`config.mk`:
```
export PLATFORM = sky130hd
export DESIGN_NAME = cwb_color_proc
export DESIGN_NICKNAME = d
export VERILOG_FILES = /design/src/logic/cwb_pkg.sv /design/src/logic/cwb_divider.sv /design/src/logic/cwb_color_proc.sv
export SDC_FILE = /design/constraint.sdc
export NUM_CORES = 2
export LEC_CHECK = 0
export ABC_AREA = 1
export BUFFER_PORTS_ARGS = -buffer_cell sky130_fd_sc_hd__buf_2
export CELL_PAD_IN_SITES_DETAIL_PLACEMENT = 1
export CELL_PAD_IN_SITES_GLOBAL_PLACEMENT = 2
export CORE_MARGIN = 5
export CORE_UTILIZATION = 40
export CTS_BUF_LIST = sky130_fd_sc_hd__clkbuf_4 sky130_fd_sc_hd__clkbuf_8
export DETAILED_ROUTE_END_ITERATION = 8
export GPL_TIMING_DRIVEN = 0
export PLACE_DENSITY = 0.92
export REMOVE_ABC_BUFFERS = 1
export SLEW_MARGIN = 10
export SYNTH_ARGS = -nofsm -noshare
export SYNTH_HDL_FRONTEND = slang
export SYNTH_SLANG_ARGS = --single-unit
export TNS_END_PERCENT = 20
```
`constraint.sdc`:
```
create_clock -name clk_i -period 11.35 [get_ports clk_i]
set_input_delay 2.27 -clock clk_i [delete_from_list [all_inputs] [get_ports clk_i]]
set_output_delay 2.27 -clock clk_i [all_outputs]
set_load 0.01 [all_outputs]
```
`src/logic/cwb_pkg.sv`:
```
// shared constants and types of the colour balance and ycc stage
package cwb_pkg;
	// ----------------------------------------------------------------
	// gains: unsigned fixed point with ten fraction bits
	// ----------------------------------------------------------------
	localparam int GW = 13;
	localparam int GAIN_FRAC = 10;
	localparam logic [12:0] GAIN_ONE = 13'h0400;
	localparam logic [12:0] GAIN_MAX = 13'h1000;
	// manual gains arrive in hundredths
	localparam int HW = 9;
	localparam logic [8:0] HUND_MIN = 9'h064;
	localparam logic [8:0] HUND_MAX = 9'h190;
	localparam logic [13:0] HUND_SCALE = 14'h28F6;
	// ----------------------------------------------------------------
	// luminance and saturation factors: eight fraction bits
	// ----------------------------------------------------------------
	localparam int FW = 11;
	localparam int FACT_FRAC = 8;
	localparam logic [10:0] FACT_ONE = 11'h100;
	localparam logic [10:0] FACT_MAX = 11'h400;
	// ----------------------------------------------------------------
	// conversion matrix, magnitudes over 32768
	// ----------------------------------------------------------------
	localparam int CONV_SHIFT = 15;
	localparam logic signed [31:0] Y_R = 32'sh0000_2646;
	localparam logic signed [31:0] Y_G = 32'sh0000_4B23;
	localparam logic signed [31:0] Y_B = 32'sh0000_0E98;
	localparam logic signed [31:0] CB_R = 32'sh0000_1599;
	localparam logic signed [31:0] CB_G = 32'sh0000_2A67;
	localparam logic signed [31:0] CB_B = 32'sh0000_4000;
	localparam logic signed [31:0] CR_R = 32'sh0000_4000;
	localparam logic signed [31:0] CR_G = 32'sh0000_3598;
	localparam logic signed [31:0] CR_B = 32'sh0000_0A68;
	// chroma offset per datapath depth
	localparam logic signed [31:0] OFS_8 = 32'sh0000_0080;
	localparam logic signed [31:0] OFS_10 = 32'sh0000_0200;
	localparam logic signed [31:0] OFS_12 = 32'sh0000_0800;
	// ----------------------------------------------------------------
	// timing
	// ----------------------------------------------------------------
	localparam int PERIOD_MS = 10;
	localparam int CLK_KHZ = 200000;
	localparam int PERIOD_CYC = PERIOD_MS * CLK_KHZ;
	// ----------------------------------------------------------------
	// modes, channels, states
	// ----------------------------------------------------------------
	typedef enum logic [1:0] {
		MODE_OFF = 2'h0,
		MODE_PERIODIC = 2'h1,
		MODE_ONCE = 2'h2
	} cwb_mode_t;
	typedef enum logic [1:0] {
		REF_RED = 2'h0,
		REF_GREEN = 2'h1,
		REF_BLUE = 2'h2,
		REF_AUTO = 2'h3
	} cwb_ref_t;
	typedef enum logic [3:0] {
		ST_IDLE = 4'h1,
		ST_ARM = 4'h2,
		ST_ACC = 4'h4,
		ST_DIV = 4'h8
	} cwb_state_t;
endpackage

```
`src/logic/cwb_divider.sv`:
```
// serial restoring divider for the automatic gain ratios
`timescale 1ns/1ps
module cwb_divider #(
	parameter int NW = 50,
	parameter int DWD = 40
) (
	input wire logic clk_i,
	input wire logic reset_n_i,
	input wire logic start_i,
	input wire logic [NW-1:0] num_i,
	input wire logic [DWD-1:0] den_i,
	output logic done_o,
	output logic [NW-1:0] quo_o
);
	localparam int CW = $clog2(NW + 1);
	localparam logic [CW-1:0] LAST = CW'(NW - 1);

	logic [DWD:0] rem_ff, nxt_rem;
	logic [NW-1:0] quo_ff, nxt_quo;
	logic [DWD-1:0] den_ff, nxt_den;
	logic [CW-1:0] cnt_ff, nxt_cnt;
	logic run_ff, nxt_run;
	logic done_ff, nxt_done;
	logic [DWD+1:0] shifted;
	logic [DWD+1:0] diff;

	// divide by zero gives all ones, which the caller clamps
	always_comb begin
		nxt_rem = rem_ff;
		nxt_quo = quo_ff;
		nxt_den = den_ff;
		nxt_cnt = cnt_ff;
		nxt_run = run_ff;
		nxt_done = 1'b0;
		shifted = {rem_ff, quo_ff[NW-1]};
		diff = shifted - {2'h0, den_ff};
		if (start_i) begin
			nxt_rem = '0;
			nxt_quo = num_i;
			nxt_den = den_i;
			nxt_cnt = '0;
			nxt_run = 1'b1;
		end else if (run_ff) begin
			if (!diff[DWD+1]) begin
				nxt_rem = diff[DWD:0];
				nxt_quo = {quo_ff[NW-2:0], 1'b1};
			end else begin
				nxt_rem = shifted[DWD:0];
				nxt_quo = {quo_ff[NW-2:0], 1'b0};
			end
			nxt_cnt = cnt_ff + CW'(1);
			if (cnt_ff == LAST) begin
				nxt_run = 1'b0;
				nxt_done = 1'b1;
			end
		end
	end

	always_ff @(posedge clk_i) begin
		if (!reset_n_i) begin
			rem_ff <= '0;
			quo_ff <= '0;
			den_ff <= '0;
			cnt_ff <= '0;
			run_ff <= 1'b0;
			done_ff <= 1'b0;
		end else begin
			rem_ff <= nxt_rem;
			quo_ff <= nxt_quo;
			den_ff <= nxt_den;
			cnt_ff <= nxt_cnt;
			run_ff <= nxt_run;
			done_ff <= nxt_done;
		end
	end

	assign done_o = done_ff;
	assign quo_o = quo_ff;
endmodule // cwb_divider

```
`src/logic/cwb_color_proc.sv`:
```
// white balance gains, rgb to ycc conversion, luma and saturation factors
`timescale 1ns/1ps
module cwb_color_proc #(
	parameter int DW = 12,
	parameter int SW = 40,
	parameter int PERIOD_CYC = cwb_pkg::PERIOD_CYC
) (
	input wire logic clk_i,
	input wire logic reset_n_i,
	input wire logic pix_valid_i,
	input wire logic pix_sof_i,
	input wire logic pix_eof_i,
	input wire logic [DW-1:0] pix_r_i,
	input wire logic [DW-1:0] pix_g_i,
	input wire logic [DW-1:0] pix_b_i,
	input wire logic [1:0] auto_balance_mode_i,
	input wire logic balance_once_command_i,
	input wire logic [1:0] reference_channel_pick_i,
	input wire logic [1:0] gain_channel_select_i,
	input wire logic [cwb_pkg::HW-1:0] channel_gain_value_i,
	input wire logic gain_write_i,
	input wire logic [cwb_pkg::FW-1:0] saturation_i,
	input wire logic [cwb_pkg::FW-1:0] luminance_i,
	output logic out_valid_o,
	output logic out_sof_o,
	output logic out_eof_o,
	output logic [DW-1:0] y_o,
	output logic [DW-1:0] cb_o,
	output logic [DW-1:0] cr_o,
	output logic [cwb_pkg::GW-1:0] channel_gain_value_o,
	output logic [1:0] ref_channel_o,
	output logic balance_busy_o
);
	// ----------------------------------------------------------------
	// elaboration checks
	// ----------------------------------------------------------------
	if (DW != 8 && DW != 10 && DW != 12) begin : g_bad_dw
		$error("cwb_color_proc: DW must be 8, 10 or 12");
	end
	if (SW < 2 * DW || SW > 48) begin : g_bad_sw
		$error("cwb_color_proc: SW out of range");
	end
	if (PERIOD_CYC < 2) begin : g_bad_per
		$error("cwb_color_proc: PERIOD_CYC too small");
	end

	localparam int GW = cwb_pkg::GW;
	localparam int NW = SW + cwb_pkg::GAIN_FRAC;
	localparam logic signed [31:0] CHROMA_OFS = (DW == 8) ? cwb_pkg::OFS_8 :
		(DW == 10) ? cwb_pkg::OFS_10 : cwb_pkg::OFS_12;
	localparam logic signed [31:0] PIX_MAX = (32'sh1 <<< DW) - 32'sh1;
	localparam logic [31:0] PER_LAST = 32'(PERIOD_CYC - 1);

	function automatic logic [DW-1:0] clamp_px(input logic signed [31:0] v);
		if (v < 0)
			return '0;
		else if (v > PIX_MAX)
			return PIX_MAX[DW-1:0];
		else
			return v[DW-1:0];
	endfunction

	function automatic logic [cwb_pkg::FW-1:0] clamp_fact(
		input logic [cwb_pkg::FW-1:0] f);
		if (f < cwb_pkg::FACT_ONE)
			return cwb_pkg::FACT_ONE;
		else if (f > cwb_pkg::FACT_MAX)
			return cwb_pkg::FACT_MAX;
		else
			return f;
	endfunction

	// ----------------------------------------------------------------
	// periodic timer and pending balance request
	// ----------------------------------------------------------------
	logic [31:0] per_cnt_ff, nxt_per_cnt;
	logic pend_ff, nxt_pend;
	logic per_tick;
	logic pend_clr;
	cwb_pkg::cwb_state_t st_ff, nxt_st;

	always_comb begin
		nxt_per_cnt = '0;
		per_tick = 1'b0;
		if (auto_balance_mode_i == cwb_pkg::MODE_PERIODIC) begin
			if (per_cnt_ff >= PER_LAST)
				per_tick = 1'b1;
			else
				nxt_per_cnt = per_cnt_ff + 32'h1;
		end
		pend_clr = (st_ff == cwb_pkg::ST_IDLE) && pend_ff;
		// a new request in the clearing cycle is kept
		nxt_pend = (pend_ff && !pend_clr) || per_tick ||
			(auto_balance_mode_i == cwb_pkg::MODE_ONCE &&
			balance_once_command_i);
		if (auto_balance_mode_i == cwb_pkg::MODE_OFF)
			nxt_pend = 1'b0;
	end

	always_ff @(posedge clk_i) begin
		if (!reset_n_i) begin
			per_cnt_ff <= '0;
			pend_ff <= 1'b0;
		end else begin
			per_cnt_ff <= nxt_per_cnt;
			pend_ff <= nxt_pend;
		end
	end

	// ----------------------------------------------------------------
	// frame statistics and automatic balance sequencer
	// ----------------------------------------------------------------
	logic [SW-1:0] sum_ff [3];
	logic [SW-1:0] nxt_sum [3];
	logic [1:0] ref_ff, nxt_ref;
	logic [1:0] ch_ff, nxt_ch;
	logic start_ff, nxt_start;
	logic [GW-1:0] gain_ff [3];
	logic [GW-1:0] nxt_gain [3];
	logic div_done;
	logic [NW-1:0] div_quo;
	logic [NW-1:0] div_num;
	logic [SW-1:0] div_den;
	logic [22:0] man_prod;
	logic [cwb_pkg::HW-1:0] man_h;
	logic [1:0] auto_ref;
	logic [DW-1:0] pix_in [3];

	assign pix_in[0] = pix_r_i;
	assign pix_in[1] = pix_g_i;
	assign pix_in[2] = pix_b_i;

	always_comb begin
		nxt_st = st_ff;
		nxt_ref = ref_ff;
		nxt_ch = ch_ff;
		nxt_start = 1'b0;
		nxt_sum = sum_ff;
		nxt_gain = gain_ff;
		man_h = channel_gain_value_i;
		man_prod = '0;
		// the largest sum becomes reference so the smallest gain is 1.00
		if (sum_ff[0] >= sum_ff[1] && sum_ff[0] >= sum_ff[2])
			auto_ref = cwb_pkg::REF_RED;
		else if (sum_ff[1] >= sum_ff[2])
			auto_ref = cwb_pkg::REF_GREEN;
		else
			auto_ref = cwb_pkg::REF_BLUE;
		case (st_ff)
		cwb_pkg::ST_IDLE: begin
			if (pend_ff)
				nxt_st = cwb_pkg::ST_ARM;
		end
		cwb_pkg::ST_ARM: begin
			if (auto_balance_mode_i == cwb_pkg::MODE_OFF) begin
				nxt_st = cwb_pkg::ST_IDLE;
			end else if (pix_valid_i && pix_sof_i) begin
				for (int i = 0; i < 3; i++)
					nxt_sum[i] = SW'(pix_in[i]);
				nxt_st = cwb_pkg::ST_ACC;
			end
		end
		cwb_pkg::ST_ACC: begin
			if (pix_valid_i) begin
				for (int i = 0; i < 3; i++)
					nxt_sum[i] = sum_ff[i] + SW'(pix_in[i]);
				if (pix_eof_i) begin
					nxt_st = cwb_pkg::ST_DIV;
					nxt_ch = 2'h0;
					nxt_start = 1'b1;
				end
			end
		end
		cwb_pkg::ST_DIV: begin
			if (reference_channel_pick_i == cwb_pkg::REF_AUTO)
				nxt_ref = auto_ref;
			else
				nxt_ref = reference_channel_pick_i;
			if (div_done) begin
				// full ten-bit fraction kept, finer than 0.01
				if (ch_ff == nxt_ref)
					nxt_gain[ch_ff] = cwb_pkg::GAIN_ONE;
				else if (div_quo > NW'(cwb_pkg::GAIN_MAX))
					nxt_gain[ch_ff] = cwb_pkg::GAIN_MAX;
				else if (div_quo < NW'(cwb_pkg::GAIN_ONE))
					nxt_gain[ch_ff] = cwb_pkg::GAIN_ONE;
				else
					nxt_gain[ch_ff] = div_quo[GW-1:0];
				if (ch_ff == 2'h2) begin
					nxt_st = cwb_pkg::ST_IDLE;
				end else begin
					nxt_ch = ch_ff + 2'h1;
					nxt_start = 1'b1;
				end
			end
		end
		default: begin
			nxt_st = cwb_pkg::ST_IDLE;
		end
		endcase
		// manual writes only count while automatic balance is off
		if (auto_balance_mode_i == cwb_pkg::MODE_OFF && gain_write_i &&
			gain_channel_select_i != 2'h3) begin
			if (man_h < cwb_pkg::HUND_MIN)
				man_h = cwb_pkg::HUND_MIN;
			else if (man_h > cwb_pkg::HUND_MAX)
				man_h = cwb_pkg::HUND_MAX;
			man_prod = man_h * cwb_pkg::HUND_SCALE;
			nxt_gain[gain_channel_select_i] = man_prod[22:10];
		end
	end

	always_ff @(posedge clk_i) begin
		if (!reset_n_i) begin
			st_ff <= cwb_pkg::ST_IDLE;
			ref_ff <= cwb_pkg::REF_GREEN;
			ch_ff <= 2'h0;
			start_ff <= 1'b0;
			for (int i = 0; i < 3; i++) begin
				sum_ff[i] <= '0;
				gain_ff[i] <= cwb_pkg::GAIN_ONE;
			end
		end else begin
			st_ff <= nxt_st;
			ref_ff <= nxt_ref;
			ch_ff <= nxt_ch;
			start_ff <= nxt_start;
			sum_ff <= nxt_sum;
			gain_ff <= nxt_gain;
		end
	end

	// reference sum over channel sum gives the ratio in gain format
	// picked reference read directly: ref_ff lags the first divide start
	assign div_num = {sum_ff[nxt_ref], {cwb_pkg::GAIN_FRAC{1'b0}}};
	assign div_den = sum_ff[ch_ff];

	cwb_divider #(
		.NW(NW),
		.DWD(SW)
	) u_div (
		.clk_i(clk_i),
		.reset_n_i(reset_n_i),
		.start_i(start_ff),
		.num_i(div_num),
		.den_i(div_den),
		.done_o(div_done),
		.quo_o(div_quo)
	);

	// ----------------------------------------------------------------
	// stage 1: white balance gains per channel
	// ----------------------------------------------------------------
	logic [DW-1:0] wb_ff [3];
	logic [DW-1:0] nxt_wb [3];
	logic [2:0] ctl1_ff, ctl2_ff, nxt_ctl1, nxt_ctl2;

	for (genvar c = 0; c < 3; c++) begin : g_wb
		logic [DW+GW-1:0] prod;
		always_comb begin
			prod = pix_in[c] * gain_ff[c];
			nxt_wb[c] = clamp_px(32'(prod >> cwb_pkg::GAIN_FRAC));
		end
		always_ff @(posedge clk_i) begin
			if (!reset_n_i)
				wb_ff[c] <= '0;
			else
				wb_ff[c] <= nxt_wb[c];
		end
	end

	// ----------------------------------------------------------------
	// stage 2: matrix, stage 3: factors, offset and clamp
	// ----------------------------------------------------------------
	logic signed [31:0] ys_ff, cbs_ff, crs_ff, nxt_ys, nxt_cbs, nxt_crs;
	logic signed [31:0] r_s, g_s, b_s, sat_s, lum_s;
	logic [DW-1:0] nxt_y, nxt_cb, nxt_cr;

	always_comb begin
		nxt_ctl1 = {pix_valid_i, pix_sof_i, pix_eof_i};
		nxt_ctl2 = ctl1_ff;
		r_s = $signed({{(32 - DW){1'b0}}, wb_ff[0]});
		g_s = $signed({{(32 - DW){1'b0}}, wb_ff[1]});
		b_s = $signed({{(32 - DW){1'b0}}, wb_ff[2]});
		nxt_ys = (cwb_pkg::Y_R * r_s + cwb_pkg::Y_G * g_s +
			cwb_pkg::Y_B * b_s) >>> cwb_pkg::CONV_SHIFT;
		nxt_cbs = (cwb_pkg::CB_B * b_s - cwb_pkg::CB_R * r_s -
			cwb_pkg::CB_G * g_s) >>> cwb_pkg::CONV_SHIFT;
		nxt_crs = (cwb_pkg::CR_R * r_s - cwb_pkg::CR_G * g_s -
			cwb_pkg::CR_B * b_s) >>> cwb_pkg::CONV_SHIFT;
		// factors below one are raised to one: both controls only boost
		sat_s = $signed({21'h0, clamp_fact(saturation_i)});
		lum_s = $signed({21'h0, clamp_fact(luminance_i)});
		nxt_y = clamp_px((ys_ff * lum_s) >>> cwb_pkg::FACT_FRAC);
		nxt_cb = clamp_px(((cbs_ff * sat_s) >>> cwb_pkg::FACT_FRAC) +
			CHROMA_OFS);
		nxt_cr = clamp_px(((crs_ff * sat_s) >>> cwb_pkg::FACT_FRAC) +
			CHROMA_OFS);
	end

	always_ff @(posedge clk_i) begin
		if (!reset_n_i) begin
			ctl1_ff <= 3'h0;
			ctl2_ff <= 3'h0;
			ys_ff <= '0;
			cbs_ff <= '0;
			crs_ff <= '0;
			{out_valid_o, out_sof_o, out_eof_o} <= 3'h0;
			y_o <= '0;
			cb_o <= '0;
			cr_o <= '0;
			channel_gain_value_o <= cwb_pkg::GAIN_ONE;
			ref_channel_o <= cwb_pkg::REF_GREEN;
			balance_busy_o <= 1'b0;
		end else begin
			ctl1_ff <= nxt_ctl1;
			ctl2_ff <= nxt_ctl2;
			ys_ff <= nxt_ys;
			cbs_ff <= nxt_cbs;
			crs_ff <= nxt_crs;
			{out_valid_o, out_sof_o, out_eof_o} <= ctl2_ff;
			y_o <= nxt_y;
			cb_o <= nxt_cb;
			cr_o <= nxt_cr;
			if (gain_channel_select_i != 2'h3)
				channel_gain_value_o <= gain_ff[gain_channel_select_i];
			ref_channel_o <= ref_ff;
			balance_busy_o <= (nxt_st != cwb_pkg::ST_IDLE);
		end
	end
endmodule // cwb_color_proc

```
After elaboration in Yosys (flattened, before gate mapping)
Memory sizes are Yosys's and may differ from the RTL's.
Cells that the tools add are included.
W data, S select, Z words.
{ "word_totals": {"register_bits": 441, "mem_bits_rw": 36, "in_bits": 80, "output_inout_bits": 55, "word_cells": 229, "mem_count": 1} }
{ "memory_table": {"columns": ["name", "words", "width", "rd", "rd_ports_with_merged_regs", "wr", "line_no", "source"], "rows": [
  ["wb_ff", 3, 12, 3, 0, 3, "cwb_color_proc.sv:254", "logic [DW-1:0] wb_ff [3];"]
]} }
{ "op_classes": {"addsub": 15, "multipliers": 14, "order_cmp": 29, "eq_ne": 18, "muxes": 79, "bitwise_logic": 15, "n_reduce_logical": 25} }
{ "ops": {"columns": ["op", "count"], "rows": [
  ["$mux W120", 3],
  ["$pmux W120 S2", 1],
  ["$mux W39", 6],
  ["$bmux W40 S2", 2],
  ["$mux W40", 4],
  ["$mux W12", 12],
  ["$add A40 B12 Y40", 3],
  ["$ge A40 B40 Y1", 3],
  ["$mux W50", 2],
  ["$bwmux W39", 2],
  ["$mul A12 B13 Y25", 3],
  ["$and A36 B36 Y36", 2],
  ["$not A36 Y36", 2],
  ["$demux W13 S2", 2],
  ["$mux W13", 4],
  ["$gt A50 B13 Y1 const B", 1],
  ["$lt A50 B11 Y1 const B", 1],
  ["$mul A13 B12 Y25", 2],
  ["$mul A13 B12 Y25 const A", 2],
  ["$gt A15 B12 Y1 const B", 3],
  ["$lt A15 B1 Y1 const B", 3],
  ["$mux W11", 4],
  ["$mul A9 B12 Y21 const A", 2],
  ["$sub A42 B40 Y42", 1],
  ["other kinds (59)", 125]
]} }

Depth between registers and ports, before layout
{ "logic_depth": {"word_depth": 14, "ltp_mapped": 39, "depth_no_buf": 38} }

Hierarchy
A second synthesis with hierarchy kept.
{ "unflattened": {"cells_unflattened": 11239, "hier_area_um2": 83527.6} }
{ "modules_own_cells": {"columns": ["module", "n_inst", "cells_per_inst", "area_each_um2", "seq_area_each_um2"], "rows": [
  ["cwb_color_proc", 1, 9668, 74043.5, 6766.5],
  ["cwb_divider", 1, 1571, 9484.1, 2782.7]
]} }

Worst setup path after synthesis
Ideal clock, no wire load.
{ "synth_path": {"path_kind": "input port to flip-flop", "start": "input port saturation_i[4] (netlist bit)", "end": "register cb_o[1]", "setup_time_ps": 118, "t_arrival_ps": 8526, "required_time_ps": 11232, "path_slack_ps": 2706, "cell_stages": 32, "n_path_buf": 2, "cell_sequence": "nor4_1 nor3b_1 a21oi_1 inv_1 nand3_1 clkinv_1 clkbuf_1 nand2_1 fa_1 fa_1 inv_1 fa_1 fa_1 inv_1 fa_1 inv_1 ha_1 nand2_1 nor4_1 nand2_2 nand2_2 nand2_2 nand3_1 nand2_2 ha_1 or2_2 a21o_1 nor2_2 nand3_2 nand2_2 buf_6 a21oi_2"} }
{ "synth_via": {"elab_chain_cells": 7, "word_cells_on_any_way": 10, "cone_classes": "add/sub: 1; mul: 1; order compare: 4; mux: 3; reduce/logical: 1"} }
{ "synth_rtl": {"columns": ["item", "line_no", "source"], "rows": [
  ["start: declaration", "cwb_color_proc.sv:22", "input wire logic [cwb_pkg::FW-1:0] saturation_i,"],
  ["$gt A11 B11 Y1", "cwb_color_proc.sv:67", "else if (f > cwb_pkg::FACT_MAX)"],
  ["$mux W11", "cwb_color_proc.sv:67", null],
  ["$mux W11 *", "cwb_color_proc.sv:65", "if (f < cwb_pkg::FACT_ONE)"],
  ["$mul A13 B12 Y25 *", "cwb_color_proc.sv:295", "nxt_cb = clamp_px(((cbs_ff * sat_s) >>> cwb_pkg::FACT_FRAC) +"],
  ["$add A17 B13 Y18 *", "cwb_color_proc.sv:295", null],
  ["$gt A18 B13 Y1 or $lt A18 B1 Y1 (tied branches)", "cwb_color_proc.sv:57, cwb_color_proc.sv:55", null],
  ["$mux W12 or $reduce_or A2 Y1 (tied branches)", null, null],
  ["end signal: assignment", "cwb_color_proc.sv:323", "cb_o <= nxt_cb;"],
  ["end: declaration", "cwb_color_proc.sv:28", "output logic [DW-1:0] cb_o,"]
]} }
Mark *: on every way between the ends. The rest lies on a longest branch, timed or not.
A chain may end at the register's enable or synchronous reset.

Worst setup path in the final report
{ "layout_path": {"start": "input port saturation_i[10] (netlist bit)", "end": "register cb_o[0]"} }
The elaborated chain is that of the path after synthesis.

==> reports/qor.csv <==
stage,metric,value,unit
hold_path,hold crit path type,register to register,
routing,Post-route DRC,0,
sta,final setup fails,0,
sta,RSZ-0062 raised after global routing,false,
routing,vias per cell,5.30,
job,max-cap violations,0,
synthesis,"FFs w/ async S/R, synth",0,%
global_routing,first-pass GRT wire length,435000,um
die,DIE AREA,0.215,sq mm
routing,post-route ant nets,0,
synthesis,Post-synth EDFFs,0,
sta,fin crit share,85.9,%
worst_setup_path,CP max-delay cell,nand3_1,
die,Rows,166,
global_routing,GRT Util Overall,25.0,%
sta,Worst-Margin Slew,1.19,ns
synthesis,cell area after synthesis,0.0824,sq mm
die,# IOs,135,
worst_setup_path,Worst EP arrival,10.47,ns
synthesis,Syn Inst Count,11000,
synthesis,Post-Synth Simple-Gate Area,17.9,%
global_routing,largest net degree at the start of global routing,133,
worst_setup_path,crit-path max cell delay,0.80,ns
routing,overall routed net length,269000,um
cells_and_area,"commonest non-fill, non-tap cell in the layout",inv_1,
placement,DP HPWL,224000,um
synthesis,XOR/XNOR Fraction of Synth Area,3.36,%
worst_setup_path,Crit path max-delay family,adder cells,
cells_and_area,Final nets,13200,
synthesis,Post-Synth Adder-Cell Area,42.8,%
worst_setup_path,WS Path Type,input pin to register,
routing,1st-iter DRT viols,3263,
cells_and_area,most frequent cells in the layout,"inv_1 (2433), nand2_1 (2096), ha_1 (1153)",
die,Die Y,464,um
die,Initial Utilization,40.2,%
clock_tree,"CTS clk-pin slew, worst paths",0.07,ns
synthesis,Syn. warnings,0,
global_routing,gr ovfl total,0,
synthesis,Yosys reg bits,477,
sta,"Slew Viols, Final",0,
sta,Final Hold Violating Endpoints,0,
routing,routed length per instance,19.6,um
cells_and_area,proportion of layout cells with a drive suffix above 1,4.57,%
synthesis,compound-cell area share of the yosys netlist,11.7,%
worst_setup_path,CP startpoint kind,input pin,
sta,Max Fclk,0.103,GHz
synthesis,syn avg cell area,7.49,sq um
sta,clk_skew,0.0703,ns
run_status,outcome,"finished, final reports clean",
worst_setup_path,crit path buf inv count,7,
clock_tree,clk root buf,clkbuf_8,
sta,minimum clock period,9.75,ns
placement,IO Port Bufs,134,
clock_tree,clock sinks,477,
die,Die X,464,um
routing,vias,72800,
sta,hold slack,0.410,ns
clock_tree,# H-tree levels,3,
global_routing,vias in the first global route,80700,
worst_setup_path,crit end category,register,
clock_tree,CTS tree,built,
synthesis,main combinational cell family by area after synthesis,adder cells,
worst_setup_path,worst-path maximum fanout,28,
clock_tree,# Post-CTS Setup Buffers,0,
global_routing,initial antenna violation count,10,
synthesis,Synth cell types,69,
synthesis,post-synthesis mux area share,0,%
die,core area,0.205,sq mm
clock_tree,Inserted Clock Buffers,99,
clock_tree,post-cts sizing count,0,
cells_and_area,synthesis-to-finish area growth,6.91,%
worst_setup_path,critical path required time,12.07,ns
synthesis,sequential element share of the synthesized area,11.6,%
placement,Placer Congestion,0.919,
clock_tree,Bufs on Longest Clock Path,3,
clock_tree,"Hold-fix buffers, CTS",0,
routing,TritonRoute pass-1 iters,5,
sta,Rel. slew slack,20.7,%
synthesis,Synth Flop Type,dfxtp_1,
clock_tree,worst skew pair latency,0.87,ns
## sequential cells by signal, indices dropped and copies added (netlist names), 2 cells and up
signal / count
crs_ff: 13
ref_ff: 2
u_div.quo_o: 50
sum_ff: 120
u_div.rem_ff: 41
st_ff: 4
cr_o: 12
ref_channel_o: 2
ctl2_ff: 3
per_cnt_ff: 32
y_o: 12
u_div.den_ff: 40
ctl1_ff: 3
wb_ff: 36
u_div.cnt_ff: 6
channel_gain_value_o: 13
cbs_ff: 13
ys_ff: 14
ch_ff: 2
gain_ff: 39
cb_o: 12
## per-layer routing
layer	up-vias	wire, um	share of wire (%)	global-route usage, %
li1	34400	-	-	-
met1	36600	117000	44	31.6
met2	1305	132000	49	44.6
met3	457	10500	3.9	2.71
met4	8	8930	3.3	7.70
met5	-	53	0.020	0
## logic make-up (layout without fill, tap and decap cells)
group                    count (synthesis)  in the layout
AO/OA/AOI/OAI                         1704           1704
flip-flops                             477            477
adder cells (fa/ha/maj)               2194           2194
AND/OR/NAND/NOR                       3542           3542
other                                    1             15
buffers and inverters                 2766           2799
XOR/XNOR                               311            311
## cell type report
type | count | area [sq um]
Tap cell | 2688 | 3360
Antenna cell | 4 | 10.0
Multi-Input combinational cell | 7762 | 62500
Inverter | 2463 | 9250
Timing Repair Buffer | 156 | 1120
Clock inverter | 30 | 397
Fill cell | 25800 | 117000
Sequential cell | 477 | 9560
Clock buffer | 150 | 1880
## synth_stat cells, drive strengths merged (24+ instances only)
cell,instances,share of area [%]
o21bai,33,0.31
xnor2,122,1.3
fa,1041,25
nand3,431,2.7
nand2,2127,9.8
clkbuf,244,1.1
a21o,34,0.31
ha,1153,18
o21ai,460,2.8
inv,2451,11
dfxtp,477,12
nor4,35,0.27
a221oi,24,0.26
buf,59,0.38
a21oi,831,5.1
nand4,95,0.73
o21a,48,0.44
o22ai,41,0.31
a211oi,28,0.26
xor2,189,2.1
o211ai,65,0.59
a31oi,84,0.64
nor3,145,0.92
nor2,659,3.1
## metrics by stage
| stage | cell area (sq um) | utilization [%] | setup TNS [ns] | worst slack (ns) | std cells |
|---|---|---|---|---|---|
| after floorplan | 81200 | - | 0 | 2.29 | 10700 |
| after global placement | 85200 | 41.6 | -563.58 | -5.87 | 13500 |
| after detailed placement | 85800 | 41.9 | 0 | 0.818 | 13500 |
| after CTS | 88100 | 43.0 | 0 | 1.75 | 13700 |
| after global routing | 88100 | 43.0 | 0 | 1.20 | 13700 |
| final | 88100 | 43.0 | 0 | 1.60 | 13700 |
## final timing paths
path / from / to / slack (ns) / cells past startpoint
hold / removal: ctl2_ff[0] / out_eof_o / 0.41 / 2
setup / recovery: saturation_i[10] / cb_o[0] / 1.60 / 31
setup reg to reg: wb_ff[0][10] / ys_ff[10] / 1.96 / 33
hold reg to reg: ctl2_ff[0] / out_eof_o / 0.41 / 2
## tightest hold or removal path: cells and delay by family (launching register included)
| kind | cells | cell delay, ns |
|---|---|---|
| simple gates | 1 | 0.05 |
| buf+inv | 1 | 0.04 |
| flops | 1 | 0.31 |
Power is not shown: default switching activity piles up to over one toggle a cycle in this logic, so the estimate is an artifact.
